<file path="config.mk">
export PLATFORM = sky130hd
export DESIGN_NAME = can_control_register_one
export DESIGN_NICKNAME = d
export VERILOG_FILES = /design/src/core/can_ctl_pkg.sv /design/src/core/can_wake_filter.sv /design/src/core/can_resync.sv /design/src/core/can_control_register_one.sv
export VERILOG_INCLUDE_DIRS = /design/src /design/src/core
export SDC_FILE = /design/constraint.sdc
export NUM_CORES = 1
export LEC_CHECK = 0
export ABC_AREA = 1
export BUFFER_PORTS_ARGS = -buffer_cell sky130_fd_sc_hd__buf_2
export CORE_ASPECT_RATIO = 0.5
export CORE_MARGIN = 3
export CORE_UTILIZATION = 55
export CTS_CLUSTER_SIZE = 12
export DETAILED_ROUTE_END_ITERATION = 8
export PLACE_DENSITY = 0.8
export SLEW_MARGIN = 10
export SYNTH_ARGS = -nofsm -noshare
export SYNTH_HDL_FRONTEND = slang
export SYNTH_SLANG_ARGS = --single-unit
export TNS_END_PERCENT = 1
</file>
<file path="constraint.sdc">
create_clock -name ref_clk -period 9.66 [get_ports ref_clk]
set_input_delay 1.449 -clock ref_clk [delete_from_list [all_inputs] [get_ports ref_clk]]
set_output_delay 1.449 -clock ref_clk [all_outputs]
set_load 0.03 [all_outputs]
</file>
<file path="src/core/can_ctl_defs.svh">
`ifndef CAN_CTL_DEFS_SVH
`define CAN_CTL_DEFS_SVH

// ----------------------------------------------------------------
// register offsets
// ----------------------------------------------------------------
`define OFS_CTL0 5'h00
`define OFS_CTL1 5'h01
`define OFS_BT0 5'h02
`define OFS_BT1 5'h03
`define OFS_IRQ_STATUS 5'h04
`define OFS_IRQ_MASK 5'h05
`define OFS_ACC_CTL 5'h06
`define OFS_ACC_BASE 5'h10
`define ACC_SEL_BIT 3
`define ACC_IDX_W 4

// ----------------------------------------------------------------
// control register 0 fields
// ----------------------------------------------------------------
`define C0_INIT_REQ 0
`define C0_SLEEP_REQ 1
`define C0_WAKE_EN 2

// ----------------------------------------------------------------
// control register 1 fields
// ----------------------------------------------------------------
`define C1_ENABLE 7
`define C1_CLK_SRC 6
`define C1_LOOPBACK 5
`define C1_LISTEN 4
`define C1_UNUSED 3
`define C1_WAKE_FILT 2
`define C1_SLEEP_ACK 1
`define C1_INIT_ACK 0
`define C1_WR_MASK 8'h74

// ----------------------------------------------------------------
// interrupt status fields
// ----------------------------------------------------------------
`define IRQ_TX_DONE 0
`define IRQ_RX_DONE 1
`define IRQ_WAKE 2
`define IRQ_USED_MASK 8'h07

// ----------------------------------------------------------------
// reset values
// ----------------------------------------------------------------
`define RST_BYTE 8'h00
`define RST_CTL1_CFG 8'h00

// ----------------------------------------------------------------
// timing
// ----------------------------------------------------------------
`define CLK_PERIOD_NS 10
`define WAKE_PULSE_MIN_NS 2000
`define WAKE_PULSE_MIN_CYC ((`WAKE_PULSE_MIN_NS + `CLK_PERIOD_NS - 1) / `CLK_PERIOD_NS)
`define RESYNC_RECESSIVE_BITS 11
`define RESYNC_BUS_OFF_SEQS 128

`endif

</file>
<file path="src/core/can_ctl_pkg.sv">
package can_ctl_pkg;

  typedef enum logic [2:0] {
    st_run = 3'b001,
    st_sleep = 3'b010,
    st_init = 3'b100
  } mode_t;

  typedef struct packed {
    mode_t mode;
    logic init_request;
    logic sleep_request;
    logic wake_enable;
    logic module_enable_bit;
    logic enable_written;
    logic clock_source_select;
    logic loopback_self_test;
    logic bus_monitor_mode;
    logic wake_filter_select;
    logic [7:0] bit_timing_0;
    logic [7:0] bit_timing_1;
    logic [7:0] acceptance_control;
    logic [7:0] irq_status;
    logic [7:0] irq_mask;
    logic [7:0] rdata;
    logic irq;
    logic transmit_pin;
    logic rx_to_engine;
    logic ignore_ack;
    logic freeze_err;
    logic tx_inhibit;
    logic resync_start;
  } ctl_state_t;

  typedef struct packed {
    logic [15:0] cnt;
    logic wake;
  } wake_state_t;

  typedef struct packed {
    logic active;
    logic [3:0] rec_cnt;
    logic [7:0] seq_cnt;
    logic synced;
  } resync_state_t;

endpackage

</file>
<file path="src/core/can_wake_filter.sv">
`timescale 1ns/1ps
`include "can_ctl_defs.svh"

module can_wake_filter #(
  parameter int MIN_CYC = `WAKE_PULSE_MIN_CYC
) (
  input wire logic ref_clk,
  input wire logic rst,
  input wire logic ce,
  input wire logic armed,
  input wire logic filter_on,
  input wire logic receive_pin,
  output logic wake
);

  can_ctl_pkg::wake_state_t s_r;
  can_ctl_pkg::wake_state_t s_nxt;

  // ----------------------------------------------------------------
  // dominant level detector with optional low-pass
  // ----------------------------------------------------------------
  always_comb begin
    s_nxt = s_r;
    s_nxt.wake = 1'b0;
    if (!armed || receive_pin) begin
      s_nxt.cnt = '0;
    end else if (!filter_on) begin
      s_nxt.wake = 1'b1;
    end else if (s_r.cnt >= 16'(MIN_CYC - 1)) begin
      s_nxt.wake = 1'b1;
    end else begin
      s_nxt.cnt = s_r.cnt + 16'h0001;
    end
  end

  always_ff @(posedge ref_clk or posedge rst) begin
    if (rst) begin
      s_r <= '0;
    end else if (ce) begin
      s_r <= s_nxt;
    end
  end

  assign wake = s_r.wake;

endmodule

</file>
<file path="src/core/can_resync.sv">
`timescale 1ns/1ps
`include "can_ctl_defs.svh"

module can_resync #(
  parameter int REC_BITS = `RESYNC_RECESSIVE_BITS,
  parameter int BUS_OFF_SEQS = `RESYNC_BUS_OFF_SEQS
) (
  input wire logic ref_clk,
  input wire logic rst,
  input wire logic ce,
  input wire logic start,
  input wire logic hold,
  input wire logic bus_off,
  input wire logic bit_tick,
  input wire logic rx_bit,
  output logic synced
);

  can_ctl_pkg::resync_state_t s_r;
  can_ctl_pkg::resync_state_t s_nxt;

  // ----------------------------------------------------------------
  // count runs of recessive bits after leaving initialization
  // ----------------------------------------------------------------
  always_comb begin
    s_nxt = s_r;
    if (hold) begin
      s_nxt = '0;
    end else if (start) begin
      s_nxt.active = 1'b1;
      s_nxt.rec_cnt = '0;
      s_nxt.seq_cnt = '0;
      s_nxt.synced = 1'b0;
    end else if (s_r.active && bit_tick) begin
      if (!rx_bit) begin
        s_nxt.rec_cnt = '0;
      end else if (s_r.rec_cnt == 4'(REC_BITS - 1)) begin
        s_nxt.rec_cnt = '0;
        s_nxt.seq_cnt = s_r.seq_cnt + 8'h01;
        // bus-off must see the full count of recessive runs
        if (!bus_off || s_r.seq_cnt == 8'(BUS_OFF_SEQS - 1)) begin
          s_nxt.active = 1'b0;
          s_nxt.synced = 1'b1;
        end
      end else begin
        s_nxt.rec_cnt = s_r.rec_cnt + 4'h1;
      end
    end
  end

  always_ff @(posedge ref_clk or posedge rst) begin
    if (rst) begin
      s_r <= '0;
    end else if (ce) begin
      s_r <= s_nxt;
    end
  end

  assign synced = s_r.synced;

endmodule

</file>
<file path="src/core/can_control_register_one.sv">
// Behaviour
// - enable bit write-once, rewritable in special mode
// - enable bit zero inhibits transmit, freezes errors, blocks wake and irq events
// - clock select: oscillator or bus clock
// - loopback feeds transmitter to receiver, pin recessive
// - loopback ignores acknowledge slot bit
// - loopback still raises transmit and receive interrupts
// - listen-only: receive, never drive ack or errors
// - listen-only freezes error counters, no transmission
// - wake filter select: any dominant or long pulse
// - sleep acknowledge set on entering sleep
// - bus activity while asleep wakes, clears acknowledge
// - init acknowledge follows entry and exit of init
// - config registers writable only in initialization mode
// - wake disabled ignores bus traffic while asleep
// - sleep entered only with bus idle
// - resync after 11 recessive bits, 128 runs bus-off
//
// The plain strobed port was left to the implementer.
`timescale 1ns/1ps
`include "can_ctl_defs.svh"

module can_control_register_one #(
  parameter int ADDR_W = 5,
  parameter int WAKE_MIN_CYC = `WAKE_PULSE_MIN_CYC
) (
  input wire logic ref_clk,
  input wire logic rst,
  input wire logic ce,
  input wire logic [ADDR_W-1:0] addr,
  input wire logic [7:0] wdata,
  input wire logic wr,
  input wire logic rd,
  output logic [7:0] rdata,
  input wire logic special_mode,
  input wire logic receive_pin,
  output logic transmit_pin,
  input wire logic engine_tx_bit,
  input wire logic bit_tick,
  input wire logic rx_busy,
  input wire logic tx_pending,
  input wire logic bus_off,
  input wire logic tx_done,
  input wire logic rx_done,
  output logic rx_to_engine,
  output logic ignore_ack,
  output logic freeze_err,
  output logic tx_inhibit,
  output logic ctrl_enable,
  output logic clock_source_select,
  output logic [7:0] bit_timing_0,
  output logic [7:0] bit_timing_1,
  output logic [7:0] acceptance_control,
  output logic bus_synced,
  output logic irq
);

  can_ctl_pkg::ctl_state_t s_r;
  can_ctl_pkg::ctl_state_t s_nxt;

  // acceptance codes in the low half, masks in the high half
  logic [7:0] acc_r [0:15];
  logic wake_hit;
  logic synced_w;
  logic in_init;
  logic asleep;
  logic acc_wr;
  logic [`ACC_IDX_W-1:0] acc_idx;

  // ----------------------------------------------------------------
  // helpers
  // ----------------------------------------------------------------
  function automatic logic hit(input logic [ADDR_W-1:0] a, input logic [ADDR_W-1:0] ofs);
    hit = (a == ofs);
  endfunction

  function automatic logic [7:0] w1c_set(input logic [7:0] cur, input logic [7:0] clr,
                                         input logic [7:0] set);
    // a new event in the clearing cycle survives
    w1c_set = ((cur & ~clr) | set) & `IRQ_USED_MASK;
  endfunction

  function automatic logic [7:0] ctl1_image(input can_ctl_pkg::ctl_state_t s);
    logic [7:0] v;
    v = `RST_BYTE;
    v[`C1_ENABLE] = s.module_enable_bit;
    v[`C1_CLK_SRC] = s.clock_source_select;
    v[`C1_LOOPBACK] = s.loopback_self_test;
    v[`C1_LISTEN] = s.bus_monitor_mode;
    v[`C1_UNUSED] = 1'b0;
    v[`C1_WAKE_FILT] = s.wake_filter_select;
    v[`C1_SLEEP_ACK] = (s.mode == can_ctl_pkg::st_sleep);
    v[`C1_INIT_ACK] = (s.mode == can_ctl_pkg::st_init);
    ctl1_image = v;
  endfunction

  assign in_init = s_r.init_request && (s_r.mode == can_ctl_pkg::st_init);
  assign asleep = s_r.sleep_request && (s_r.mode == can_ctl_pkg::st_sleep);
  assign acc_idx = addr[`ACC_IDX_W-1:0];
  assign acc_wr = wr && in_init && (addr[ADDR_W-1:`ACC_IDX_W] == `OFS_ACC_BASE >> `ACC_IDX_W);

  // ----------------------------------------------------------------
  // wake detection and bus resynchronisation
  // ----------------------------------------------------------------
  can_wake_filter #(
    .MIN_CYC(WAKE_MIN_CYC)
  ) u_wake (
    .ref_clk(ref_clk),
    .rst(rst),
    .ce(ce),
    .armed(asleep && s_r.wake_enable && s_r.module_enable_bit),
    .filter_on(s_r.wake_filter_select),
    .receive_pin(receive_pin),
    .wake(wake_hit)
  );

  can_resync u_resync (
    .ref_clk(ref_clk),
    .rst(rst),
    .ce(ce),
    .start(s_r.resync_start),
    .hold(s_r.mode == can_ctl_pkg::st_init),
    .bus_off(bus_off),
    .bit_tick(bit_tick),
    .rx_bit(s_r.rx_to_engine),
    .synced(synced_w)
  );

  // ----------------------------------------------------------------
  // next state
  // ----------------------------------------------------------------
  always_comb begin
    logic [7:0] ev;
    logic [7:0] clr;
    logic quiet;
    ev = `RST_BYTE;
    clr = `RST_BYTE;
    quiet = 1'b0;
    s_nxt = s_r;
    s_nxt.resync_start = 1'b0;

    // register writes
    if (wr) begin
      if (hit(addr, `OFS_CTL0)) begin
        if (wdata[`C0_INIT_REQ]) begin
          s_nxt.init_request = 1'b1;
        end else if (in_init) begin
          s_nxt.init_request = 1'b0;
        end
        if (wdata[`C0_SLEEP_REQ]) begin
          if (!s_r.irq_status[`IRQ_WAKE]) begin
            s_nxt.sleep_request = 1'b1;
          end
        end else if (asleep) begin
          s_nxt.sleep_request = 1'b0;
        end
        s_nxt.wake_enable = wdata[`C0_WAKE_EN];
      end
      if (hit(addr, `OFS_CTL1) && in_init) begin
        if (special_mode || !s_r.enable_written) begin
          s_nxt.module_enable_bit = wdata[`C1_ENABLE];
          s_nxt.enable_written = !special_mode;
        end
        s_nxt.clock_source_select = wdata[`C1_CLK_SRC];
        s_nxt.loopback_self_test = wdata[`C1_LOOPBACK];
        s_nxt.bus_monitor_mode = wdata[`C1_LISTEN];
        s_nxt.wake_filter_select = wdata[`C1_WAKE_FILT];
      end
      if (hit(addr, `OFS_BT0) && in_init) begin
        s_nxt.bit_timing_0 = wdata;
      end
      if (hit(addr, `OFS_BT1) && in_init) begin
        s_nxt.bit_timing_1 = wdata;
      end
      if (hit(addr, `OFS_ACC_CTL) && in_init) begin
        s_nxt.acceptance_control = wdata;
      end
      if (hit(addr, `OFS_IRQ_STATUS)) begin
        clr = wdata;
      end
      if (hit(addr, `OFS_IRQ_MASK)) begin
        s_nxt.irq_mask = wdata & `IRQ_USED_MASK;
      end
    end

    // mode sequencing
    case (s_r.mode)
      can_ctl_pkg::st_run: begin
        quiet = !rx_busy && !tx_pending;
        if (s_nxt.init_request) begin
          s_nxt.mode = can_ctl_pkg::st_init;
        end else if (s_r.sleep_request && quiet) begin
          s_nxt.mode = can_ctl_pkg::st_sleep;
        end
      end
      can_ctl_pkg::st_sleep: begin
        if (s_nxt.init_request) begin
          s_nxt.mode = can_ctl_pkg::st_init;
        end else if (wake_hit) begin
          s_nxt.mode = can_ctl_pkg::st_run;
          s_nxt.sleep_request = 1'b0;
          ev[`IRQ_WAKE] = 1'b1;
        end else if (!s_nxt.sleep_request) begin
          s_nxt.mode = can_ctl_pkg::st_run;
        end
      end
      can_ctl_pkg::st_init: begin
        if (!s_nxt.init_request) begin
          s_nxt.mode = can_ctl_pkg::st_run;
          s_nxt.resync_start = 1'b1;
        end
      end
      default: begin
        s_nxt.mode = can_ctl_pkg::st_init;
      end
    endcase

    // engine events count in loopback exactly as on the bus
    ev[`IRQ_TX_DONE] = tx_done && s_r.module_enable_bit;
    ev[`IRQ_RX_DONE] = rx_done && s_r.module_enable_bit;
    s_nxt.irq_status = w1c_set(s_r.irq_status, clr, ev);
    s_nxt.irq = |(s_nxt.irq_status & s_nxt.irq_mask);

    // bus side steering
    s_nxt.tx_inhibit = !s_r.module_enable_bit || s_r.bus_monitor_mode ||
                       (s_r.mode != can_ctl_pkg::st_run);
    s_nxt.freeze_err = s_r.bus_monitor_mode || !s_r.module_enable_bit;
    s_nxt.ignore_ack = s_r.loopback_self_test;
    // listen-only keeps the pin recessive, so no ack and no error frame leave
    if (s_nxt.tx_inhibit || s_r.loopback_self_test) begin
      s_nxt.transmit_pin = 1'b1;
    end else begin
      s_nxt.transmit_pin = engine_tx_bit;
    end
    if (s_r.loopback_self_test) begin
      s_nxt.rx_to_engine = engine_tx_bit;
    end else begin
      s_nxt.rx_to_engine = receive_pin;
    end

    // read data, one cycle after the strobe
    s_nxt.rdata = `RST_BYTE;
    if (rd) begin
      if (hit(addr, `OFS_CTL0)) begin
        s_nxt.rdata[`C0_INIT_REQ] = s_r.init_request;
        s_nxt.rdata[`C0_SLEEP_REQ] = s_r.sleep_request;
        s_nxt.rdata[`C0_WAKE_EN] = s_r.wake_enable;
      end else if (hit(addr, `OFS_CTL1)) begin
        s_nxt.rdata = ctl1_image(s_r);
      end else if (hit(addr, `OFS_BT0)) begin
        s_nxt.rdata = s_r.bit_timing_0;
      end else if (hit(addr, `OFS_BT1)) begin
        s_nxt.rdata = s_r.bit_timing_1;
      end else if (hit(addr, `OFS_ACC_CTL)) begin
        s_nxt.rdata = s_r.acceptance_control;
      end else if (hit(addr, `OFS_IRQ_STATUS)) begin
        s_nxt.rdata = s_r.irq_status;
      end else if (hit(addr, `OFS_IRQ_MASK)) begin
        s_nxt.rdata = s_r.irq_mask;
      end else if (addr[ADDR_W-1:`ACC_IDX_W] == `OFS_ACC_BASE >> `ACC_IDX_W) begin
        s_nxt.rdata = acc_r[acc_idx];
      end
    end
  end

  // ----------------------------------------------------------------
  // state registers
  // ----------------------------------------------------------------
  always_ff @(posedge ref_clk or posedge rst) begin
    if (rst) begin
      s_r <= '0;
      s_r.mode <= can_ctl_pkg::st_init;
      s_r.init_request <= 1'b1;
      s_r.transmit_pin <= 1'b1;
      s_r.rx_to_engine <= 1'b1;
      s_r.tx_inhibit <= 1'b1;
      s_r.freeze_err <= 1'b1;
    end else if (ce) begin
      s_r <= s_nxt;
    end
  end

  // acceptance bytes live outside the struct to keep it small
  always_ff @(posedge ref_clk or posedge rst) begin
    if (rst) begin
      for (int i = 0; i < 16; i++) begin
        acc_r[i] <= `RST_BYTE;
      end
    end else if (ce && acc_wr) begin
      acc_r[acc_idx] <= wdata;
    end
  end

  // ----------------------------------------------------------------
  // outputs
  // ----------------------------------------------------------------
  assign rdata = s_r.rdata;
  assign transmit_pin = s_r.transmit_pin;
  assign rx_to_engine = s_r.rx_to_engine;
  assign ignore_ack = s_r.ignore_ack;
  assign freeze_err = s_r.freeze_err;
  assign tx_inhibit = s_r.tx_inhibit;
  assign ctrl_enable = s_r.module_enable_bit;
  assign clock_source_select = s_r.clock_source_select;
  assign bit_timing_0 = s_r.bit_timing_0;
  assign bit_timing_1 = s_r.bit_timing_1;
  assign acceptance_control = s_r.acceptance_control;
  assign bus_synced = synced_w;
  assign irq = s_r.irq;

endmodule

</file>
==> impl_metrics.env, run 1 <==
export IMPL_ios=68
export IMPL_min_period_over_period_pct=38.1
export IMPL_r2r_cells=11
export IMPL_cts_root_buffer="clkbuf_16"
export IMPL_ys_warn_count=0
export IMPL_worst_pin_slew_ns=1.02
export IMPL_vias=8574
export IMPL_cts_setup_buffers=0
export IMPL_hold_class="flop to flop"
export IMPL_antenna_found_initial=0
export IMPL_track_usage_pct=26.1
export IMPL_p_comb_share_pct=13.5
export IMPL_slew_viol_final=0
export IMPL_cp_endpoint="u_wake.s_r[8]"
export IMPL_p_leak_nw=5.28
export IMPL_startpoint="ce"
export IMPL_overflow=0
export IMPL_first_iter_violations=918
export IMPL_ir_drop_mv=0.0863
export IMPL_worstSetupStartpointType="primary input"
export IMPL_p_switching_mw=0.581
export IMPL_grt_pass1_wl_um=42600
export IMPL_drt_antenna_violating_nets=0
export IMPL_dp_hpwl_um=16700
export IMPL_grt_pass1_vias=8386
export IMPL_clk_path_buf_depth=3
export IMPL_place_gp_congestion=0.854
export IMPL_layout_common_cells="nand2_1 (374), dfrtp_1 (210), o21ai_0 (139)"
export IMPL_port_buffers=67
export IMPL_power_frac_seq_pct=49.3
export IMPL_area_delta_synth_final_pct=7.78
export IMPL_cts_tree="built"
export IMPL_yosys_cell_types_count=45
export IMPL_period_needed_ns=3.68
export IMPL_ctsHoldBuffers=0
export IMPL_ys_top_cells_by_area="dfrtp_1 (52%), nand2_1 (14%), o21ai_0 (6.8%)"
export IMPL_cts_clk_slew_worst_paths_ns=0.06
export IMPL_mostFrequentLayoutCell="nand2_1"
export IMPL_max_clock_freq_mhz=271
export IMPL_final_setup_skew_ns=0.0235
export IMPL_path_class="primary input to flop"
export IMPL_yosysTopAreaCell="dfrtp_1"
export IMPL_synth_async_sr_flop_share_pct=100
export IMPL_max_cap_viol_count=0
export IMPL_syn_nets=1244
export IMPL_drt_pass1_iterations=8
export IMPL_switching_share_pct=28.5
export IMPL_dieArea_um2=20300
export IMPL_seq_area_frac_synth_pct=53.2
export IMPL_holdWs_ns=0.482
export IMPL_clk_latency_ns=0.51
export IMPL_multiInputGateArea_um2=3930
export IMPL_r2r_start="s_r[66]"
export IMPL_synth_edf_count=0
export IMPL_drc=0
export IMPL_p_clk_share_pct=37.2
export IMPL_required_ns=10.07
export IMPL_hold_viol=0
export IMPL_initial_core_util_pct=57.4
export IMPL_seqCellArea_um2=5410
export IMPL_internal_power_mw=1.46
export IMPL_rr_endpoint="u_resync.s_r[7]"
export IMPL_cts_buffers=22
export IMPL_reg2reg_slack_ns=7.36
export IMPL_endpoint_kind="flop"
export IMPL_clkSinkCount=216
export IMPL_h_tree_depth=1
export IMPL_yosys_area_top_type_share_pct=51.6
export IMPL_core_area_um2=17700
export IMPL_finalSetupViolations=0
export IMPL_finalWirelength_um=26400
export IMPL_final_layout_size_suffix_gt1_share_pct=11.9
export IMPL_maxSlewHeadroom_pct=32.3
export IMPL_grt_max_degree=152
export IMPL_fillers=1486
export IMPL_synth_flop_cell="dfrtp_1"
export IMPL_wl_per_cell_um=18.0
export IMPL_tns_ns=0
export IMPL_avgSynthCellArea_um2=8.39
export IMPL_ys_ff_latch=216
export IMPL_final_nets=1256
export IMPL_status="finished clean"
export IMPL_power_density_nw_per_um2=186
export IMPL_chipHeight_um=102
export IMPL_placementRows=34
export IMPL_crit_fanout=25
export IMPL_netlist_area_um2=10200
export IMPL_die_width_um=198
export IMPL_min_delay_path_depth=2
export IMPL_rsz0062_at_grt="no"
export IMPL_netlist_instances=1213
export IMPL_via_per_inst=5.84
export IMPL_critPathArrivalTime_ns=4.10
export IMPL_postCtsResizedCells=0
## per-stage QoR
step	setup slack, ns	cells	power, mW	area (um^2)	util (%)
after floorplan	2.31	1213	1.22	10200	-
after global placement	5.75	1435	1.28	10400	58.4
after detailed placement	5.56	1435	1.29	10400	58.4
after CTS	6.09	1467	2.04	11000	61.8
after global routing	5.70	1467	2.12	11000	61.8
final	5.98	1468	2.04	11000	61.8
## how the worst min path moves through the flow
stage / startpoint / end
after floorplan: u_resync.s_r[11] / u_resync.s_r[11]
after global placement: freeze_err / freeze_err
after detailed placement: freeze_err / freeze_err
after CTS: freeze_err / freeze_err
after global routing: freeze_err / freeze_err
final: freeze_err / freeze_err
## layout make-up
type / instances / area share [%]
well taps: 234 / 2.67
clock inverters: 2 / 0.251
repair buffers: 71 / 3.33
diodes: 1 / 0.0228
clock buffers: 30 / 5.29
multi-input cells: 823 / 35.9
inverters: 91 / 3.22
flip-flops and latches: 216 / 49.4
## routing by layer
layer / vias up / part of all wire [%] / track usage [%]
met5: - / 0 / 0
met4: 0 / 2.1 / 6.52
met3: 56 / 7.7 / 4.61
met2: 373 / 47 / 43.4
met1: 4164 / 43 / 36.2
li1: 3981 / - / -
## registers in the layout, summed over array words and instances, names as in the netlist
| register | count |
|---|---|
| s_r | 16 |
| ignore_ack | 1 |
| acceptance_control | 8 |
| rdata | 8 |
| u_wake.s_r | 16 |
| rx_to_engine | 1 |
| u_wake.wake | 1 |
| s_nxt | 1 |
| tx_inhibit | 1 |
| ctrl_enable | 1 |
| irq | 1 |
| transmit_pin | 1 |
| bit_timing_0 | 8 |
| acc_r | 128 |
| clock_source_select | 1 |
| freeze_err | 1 |
| u_resync.s_r | 13 |
| bit_timing_1 | 8 |
| u_resync.synced | 1 |
## Yosys cell counts (2+ instances only)
| master | n |
|---|---|
| a31oi_1 | 2 |
| a22oi_1 | 49 |
| buf_6 | 4 |
| nor4_1 | 2 |
| a21oi_1 | 49 |
| o21bai_1 | 2 |
| nand2_2 | 13 |
| o22ai_1 | 2 |
| o31ai_1 | 3 |
| nor2_1 | 39 |
| ha_1 | 4 |
| inv_2 | 9 |
| o21ai_1 | 65 |
| dfstp_2 | 6 |
| or2_0 | 3 |
| clkbuf_1 | 28 |
| inv_1 | 79 |
| buf_4 | 32 |
| nor2_8 | 3 |
| or2_2 | 4 |
| nor3_1 | 14 |
| nor2_4 | 3 |
| o21ai_0 | 139 |
| nand4_1 | 7 |
| or2_1 | 2 |
| nand3_1 | 28 |
| nand2_1 | 374 |
| nor2_2 | 5 |
| buf_2 | 18 |
| dfrtp_1 | 210 |
## power by group through the flow
stage	logic, mW	clock network, mW	registers (mW)
global route	0.309	0.803	1.01
finish	0.276	0.758	1.01
floorplan	0.194	0	1.02
detailed placement	0.271	0	1.02
CTS	0.272	0.767	1.00
global placement	0.259	0	1.02
## cell families after synthesis
group / after synthesis / synth area share (%)
AND/OR/NAND/NOR: 503 / 21.0
buffers and inverters: 174 / 8.15
flip-flops: 216 / 53.2
AO/OA/AOI/OAI: 316 / 17.1
adder cells (fa/ha/maj): 4 / 0.492
## critical path: stages
cell	delay, ns
buf_2	0.32
clkinv_1	0.69
nor2_1	0.41
inv_1	0.17
nand2_1	0.43
nand3_1	0.23
nor2_1	0.19
nand2_1	0.07
a21oi_1	0.12
(Power assumes the default switching activity.)
==> inputs of run 2 (changes only) <==
- ABC_AREA: 1 -> 0
- PLACE_DENSITY: 0.8 -> 0.83
- clock period: 9.66 -> 3.2 ns (I/O delays scaled with it)
==> run 2 against run 1 <==
Effect of this change:
- first-iteration DRC count down 10%
- largest cell class unchanged
- combinational power grew to 2.6 times the previous value
- cell area rose by 6.7%
- largest power group unchanged
==> impl_metrics.env, run 2 <==
export IMPL_drc=0
export IMPL_die_width_um=203
export IMPL_worstSetupStartpointType="flop"
export IMPL_first_iter_violations=825
export IMPL_period_needed_ns=2.70
export IMPL_h_tree_depth=1
export IMPL_netlist_area_um2=10700
export IMPL_fillers=1375
export IMPL_rsz0062_at_grt="no"
export IMPL_dp_cells=1117
export IMPL_top_regs="acc_r: 128 flops, s_r: 16 flops, u_wake.s_r: 16 flops"
export IMPL_ir_drop_mv=0.314
export IMPL_layout_common_cells="dfrtp_1 (210), mux2_2 (162), buf_2 (67)"
export IMPL_syn_nets=891
export IMPL_critPathBufInv=0
export IMPL_cts_clk_slew_worst_paths_ns=0.06
export IMPL_tns_ns=0
export IMPL_via_per_inst=6.33
export IMPL_area_delta_synth_final_pct=9.36
export IMPL_drt_antenna_violating_nets=0
export IMPL_clk_path_buf_depth=3
export IMPL_synth_edf_count=0
export IMPL_power_density_nw_per_um2=511
export IMPL_avgSynthCellArea_um2=12.4
export IMPL_core_area_um2=18700
export IMPL_worst_pin_slew_ns=0.783
export IMPL_ctsHoldBuffers=0
export IMPL_cpPeakStageDelay_ns=0.67
export IMPL_pre_cts_ws_ns=0.558
export IMPL_placementRows=35
export IMPL_synthTopCellsByCount="dfrtp_1 (210), mux2_2 (162), nor2_1 (39)"
export IMPL_p_leak_nw=5.56
export IMPL_netlist_instances=860
export IMPL_grt_max_degree=96
export IMPL_drt_pass1_iterations=5
export IMPL_antenna_found_initial=0
export IMPL_chipHeight_um=105
export IMPL_endpoint_kind="flop"
export IMPL_mostFrequentLayoutCell="dfrtp_1"
export IMPL_dieArea_um2=21300
export IMPL_max_cap_viol_count=0
export IMPL_vias=7291
export IMPL_setup_slack_ns=0.500
export IMPL_reg2reg_slack_ns=0.50
export IMPL_place_gp_congestion=0.965
export IMPL_path_class="flop to flop"
export IMPL_r2r_cells=4
export IMPL_required_ns=3.59
export IMPL_stdcell_count=1151
export IMPL_ys_top_cells_by_area="dfrtp_1 (49%), mux2_2 (17%), mux4_2 (5.1%)"
export IMPL_cts_tree="built"
export IMPL_maxSlewHeadroom_pct=46.5
export IMPL_cts_setup_buffers=0
export IMPL_clk_latency_ns=0.51
export IMPL_crit_fanout=8
export IMPL_wl_per_cell_um=22.4
export IMPL_critPathArrivalTime_ns=3.09
export IMPL_n_antenna_cell=0
export IMPL_min_period_over_period_pct=84.4
export IMPL_dp_hpwl_um=17500
export IMPL_postCtsResizedCells=0
export IMPL_track_usage_pct=24.5
export IMPL_cp_top_family="simple AND/OR/NAND/NOR gates"
export IMPL_initial_core_util_pct=57.1
export IMPL_ys_ff_latch=216
export IMPL_yosysMostFrequentCell="dfrtp_1"
export IMPL_largest_register="acc_r"
export IMPL_finalWirelength_um=25800
export IMPL_synth_async_sr_flop_share_pct=100
export IMPL_status="finished clean"
export IMPL_yosysTopAreaCell="dfrtp_1"
export IMPL_final_nets=913
export IMPL_port_buffers=67
export IMPL_overflow=0
export IMPL_final_setup_skew_ns=0.0132
export IMPL_synth_flop_cell="dfrtp_1"
export IMPL_clkSinkCount=216
export IMPL_grt_pass1_vias=7493
export IMPL_path_cells="or3b_1 -> or2_1 -> nor4_4 -> mux2_2"
export IMPL_largest_reg_flops=128
export IMPL_slew_viol_final=0
export IMPL_cp_depth=4
export IMPL_ios=68
export IMPL_ys_warn_count=0
export IMPL_yosys_cell_types_count=68
export IMPL_max_clock_freq_mhz=370
export IMPL_grt_pass1_wl_um=41800
export IMPL_seq_area_frac_synth_pct=50.6
export IMPL_final_layout_size_suffix_gt1_share_pct=36.9
export IMPL_finalSetupViolations=0
export IMPL_yosys_area_top_type_share_pct=49.1
export IMPL_cts_buffers=22
export IMPL_worst_path_max_delay_cell="nor4_4"
export IMPL_hold_viol=0
export IMPL_cts_root_buffer="clkbuf_16"
export IMPL_hold_class="primary input to asynchronous set/reset pin"
-- run 2: changes by cell type after synthesis, sizes merged, moves of 27 or more --
cell   delta
nand2   -352
o21ai   -179
mux2    +162
inv      -77
a22oi    -42
a21oi    -33
mux2i    +27
-- run 2: through the flow --
stage          utilization (%)  hold WS (ns)  power (mW)  cell area, um^2
2_1_floorplan                -         0.445        3.48            10700
3_3_place_gp              59.1         0.466        3.66            11100
3_5_place_dp              59.1         0.474        3.69            11100
4_1_cts                   62.4         0.123        5.99            11700
5_1_grt                   62.4         0.149        6.20            11700
6_report                  62.4         0.111        5.98            11700
-- run 2: path summary, 6_finish.rpt --
path / endpoint / start
worst max-delay path: acc_r[46] / s_r[66]
max in group asynchronous: acc_r[122] / rst
worst max register to register: acc_r[46] / s_r[66]
worst min register to register: freeze_err / freeze_err
min in group ref_clk: s_r[59] / special_mode
worst min-delay path: u_resync.s_r[11] / rst
-- run 2: cells by family (layout without fill, tap and decap cells) --
family | Yosys count | after routing | synth area share (%)
buffers and inverters | 98 | 130 | 4.74
multiplexers | 213 | 213 | 24.6
AO/OA/AOI/OAI | 115 | 115 | 7.46
adder cells (fa/ha/maj) | 4 | 4 | 0.468
AND/OR/NAND/NOR | 203 | 203 | 11.2
flip-flops | 216 | 216 | 50.6
XOR/XNOR | 11 | 11 | 0.901
-- run 2: where the power goes --
part	internal (mW)	switching, mW
Combinational	0.252	0.469
Clock	1.29	1.03
Sequential	2.84	0.0950
-- run 2: cell type report --
class                           count  area [um^2]  area share (%)
Multi-Input combinational cell    546         4780            40.8
Tap cell                          259          324            2.77
Clock inverter                      2         23.8           0.203
Inverter                           12         48.8           0.417
Clock buffer                       32          598            5.11
Sequential cell                   216         5410            46.3
Timing Repair Buffer               84          513            4.39
-- run 2: metal layers --
layer | wire (um) | share of wire, % | GRT usage [%] | up-vias
met5 | 0 | 0 | 0 | -
met4 | 725 | 2.8 | 6.48 | 0
met3 | 1750 | 6.8 | 4.70 | 64
met2 | 12200 | 47 | 39.6 | 318
met1 | 11100 | 43 | 34.5 | 3731
li1 | - | - | - | 3178
-- run 2: worst register-to-register path, stage by stage (launching register included) --
cell and delay [ns]:
dfstp_2 0.57, or3b_1 0.40, or2_1 0.53, nor4_4 0.68
mux2_2 0.41
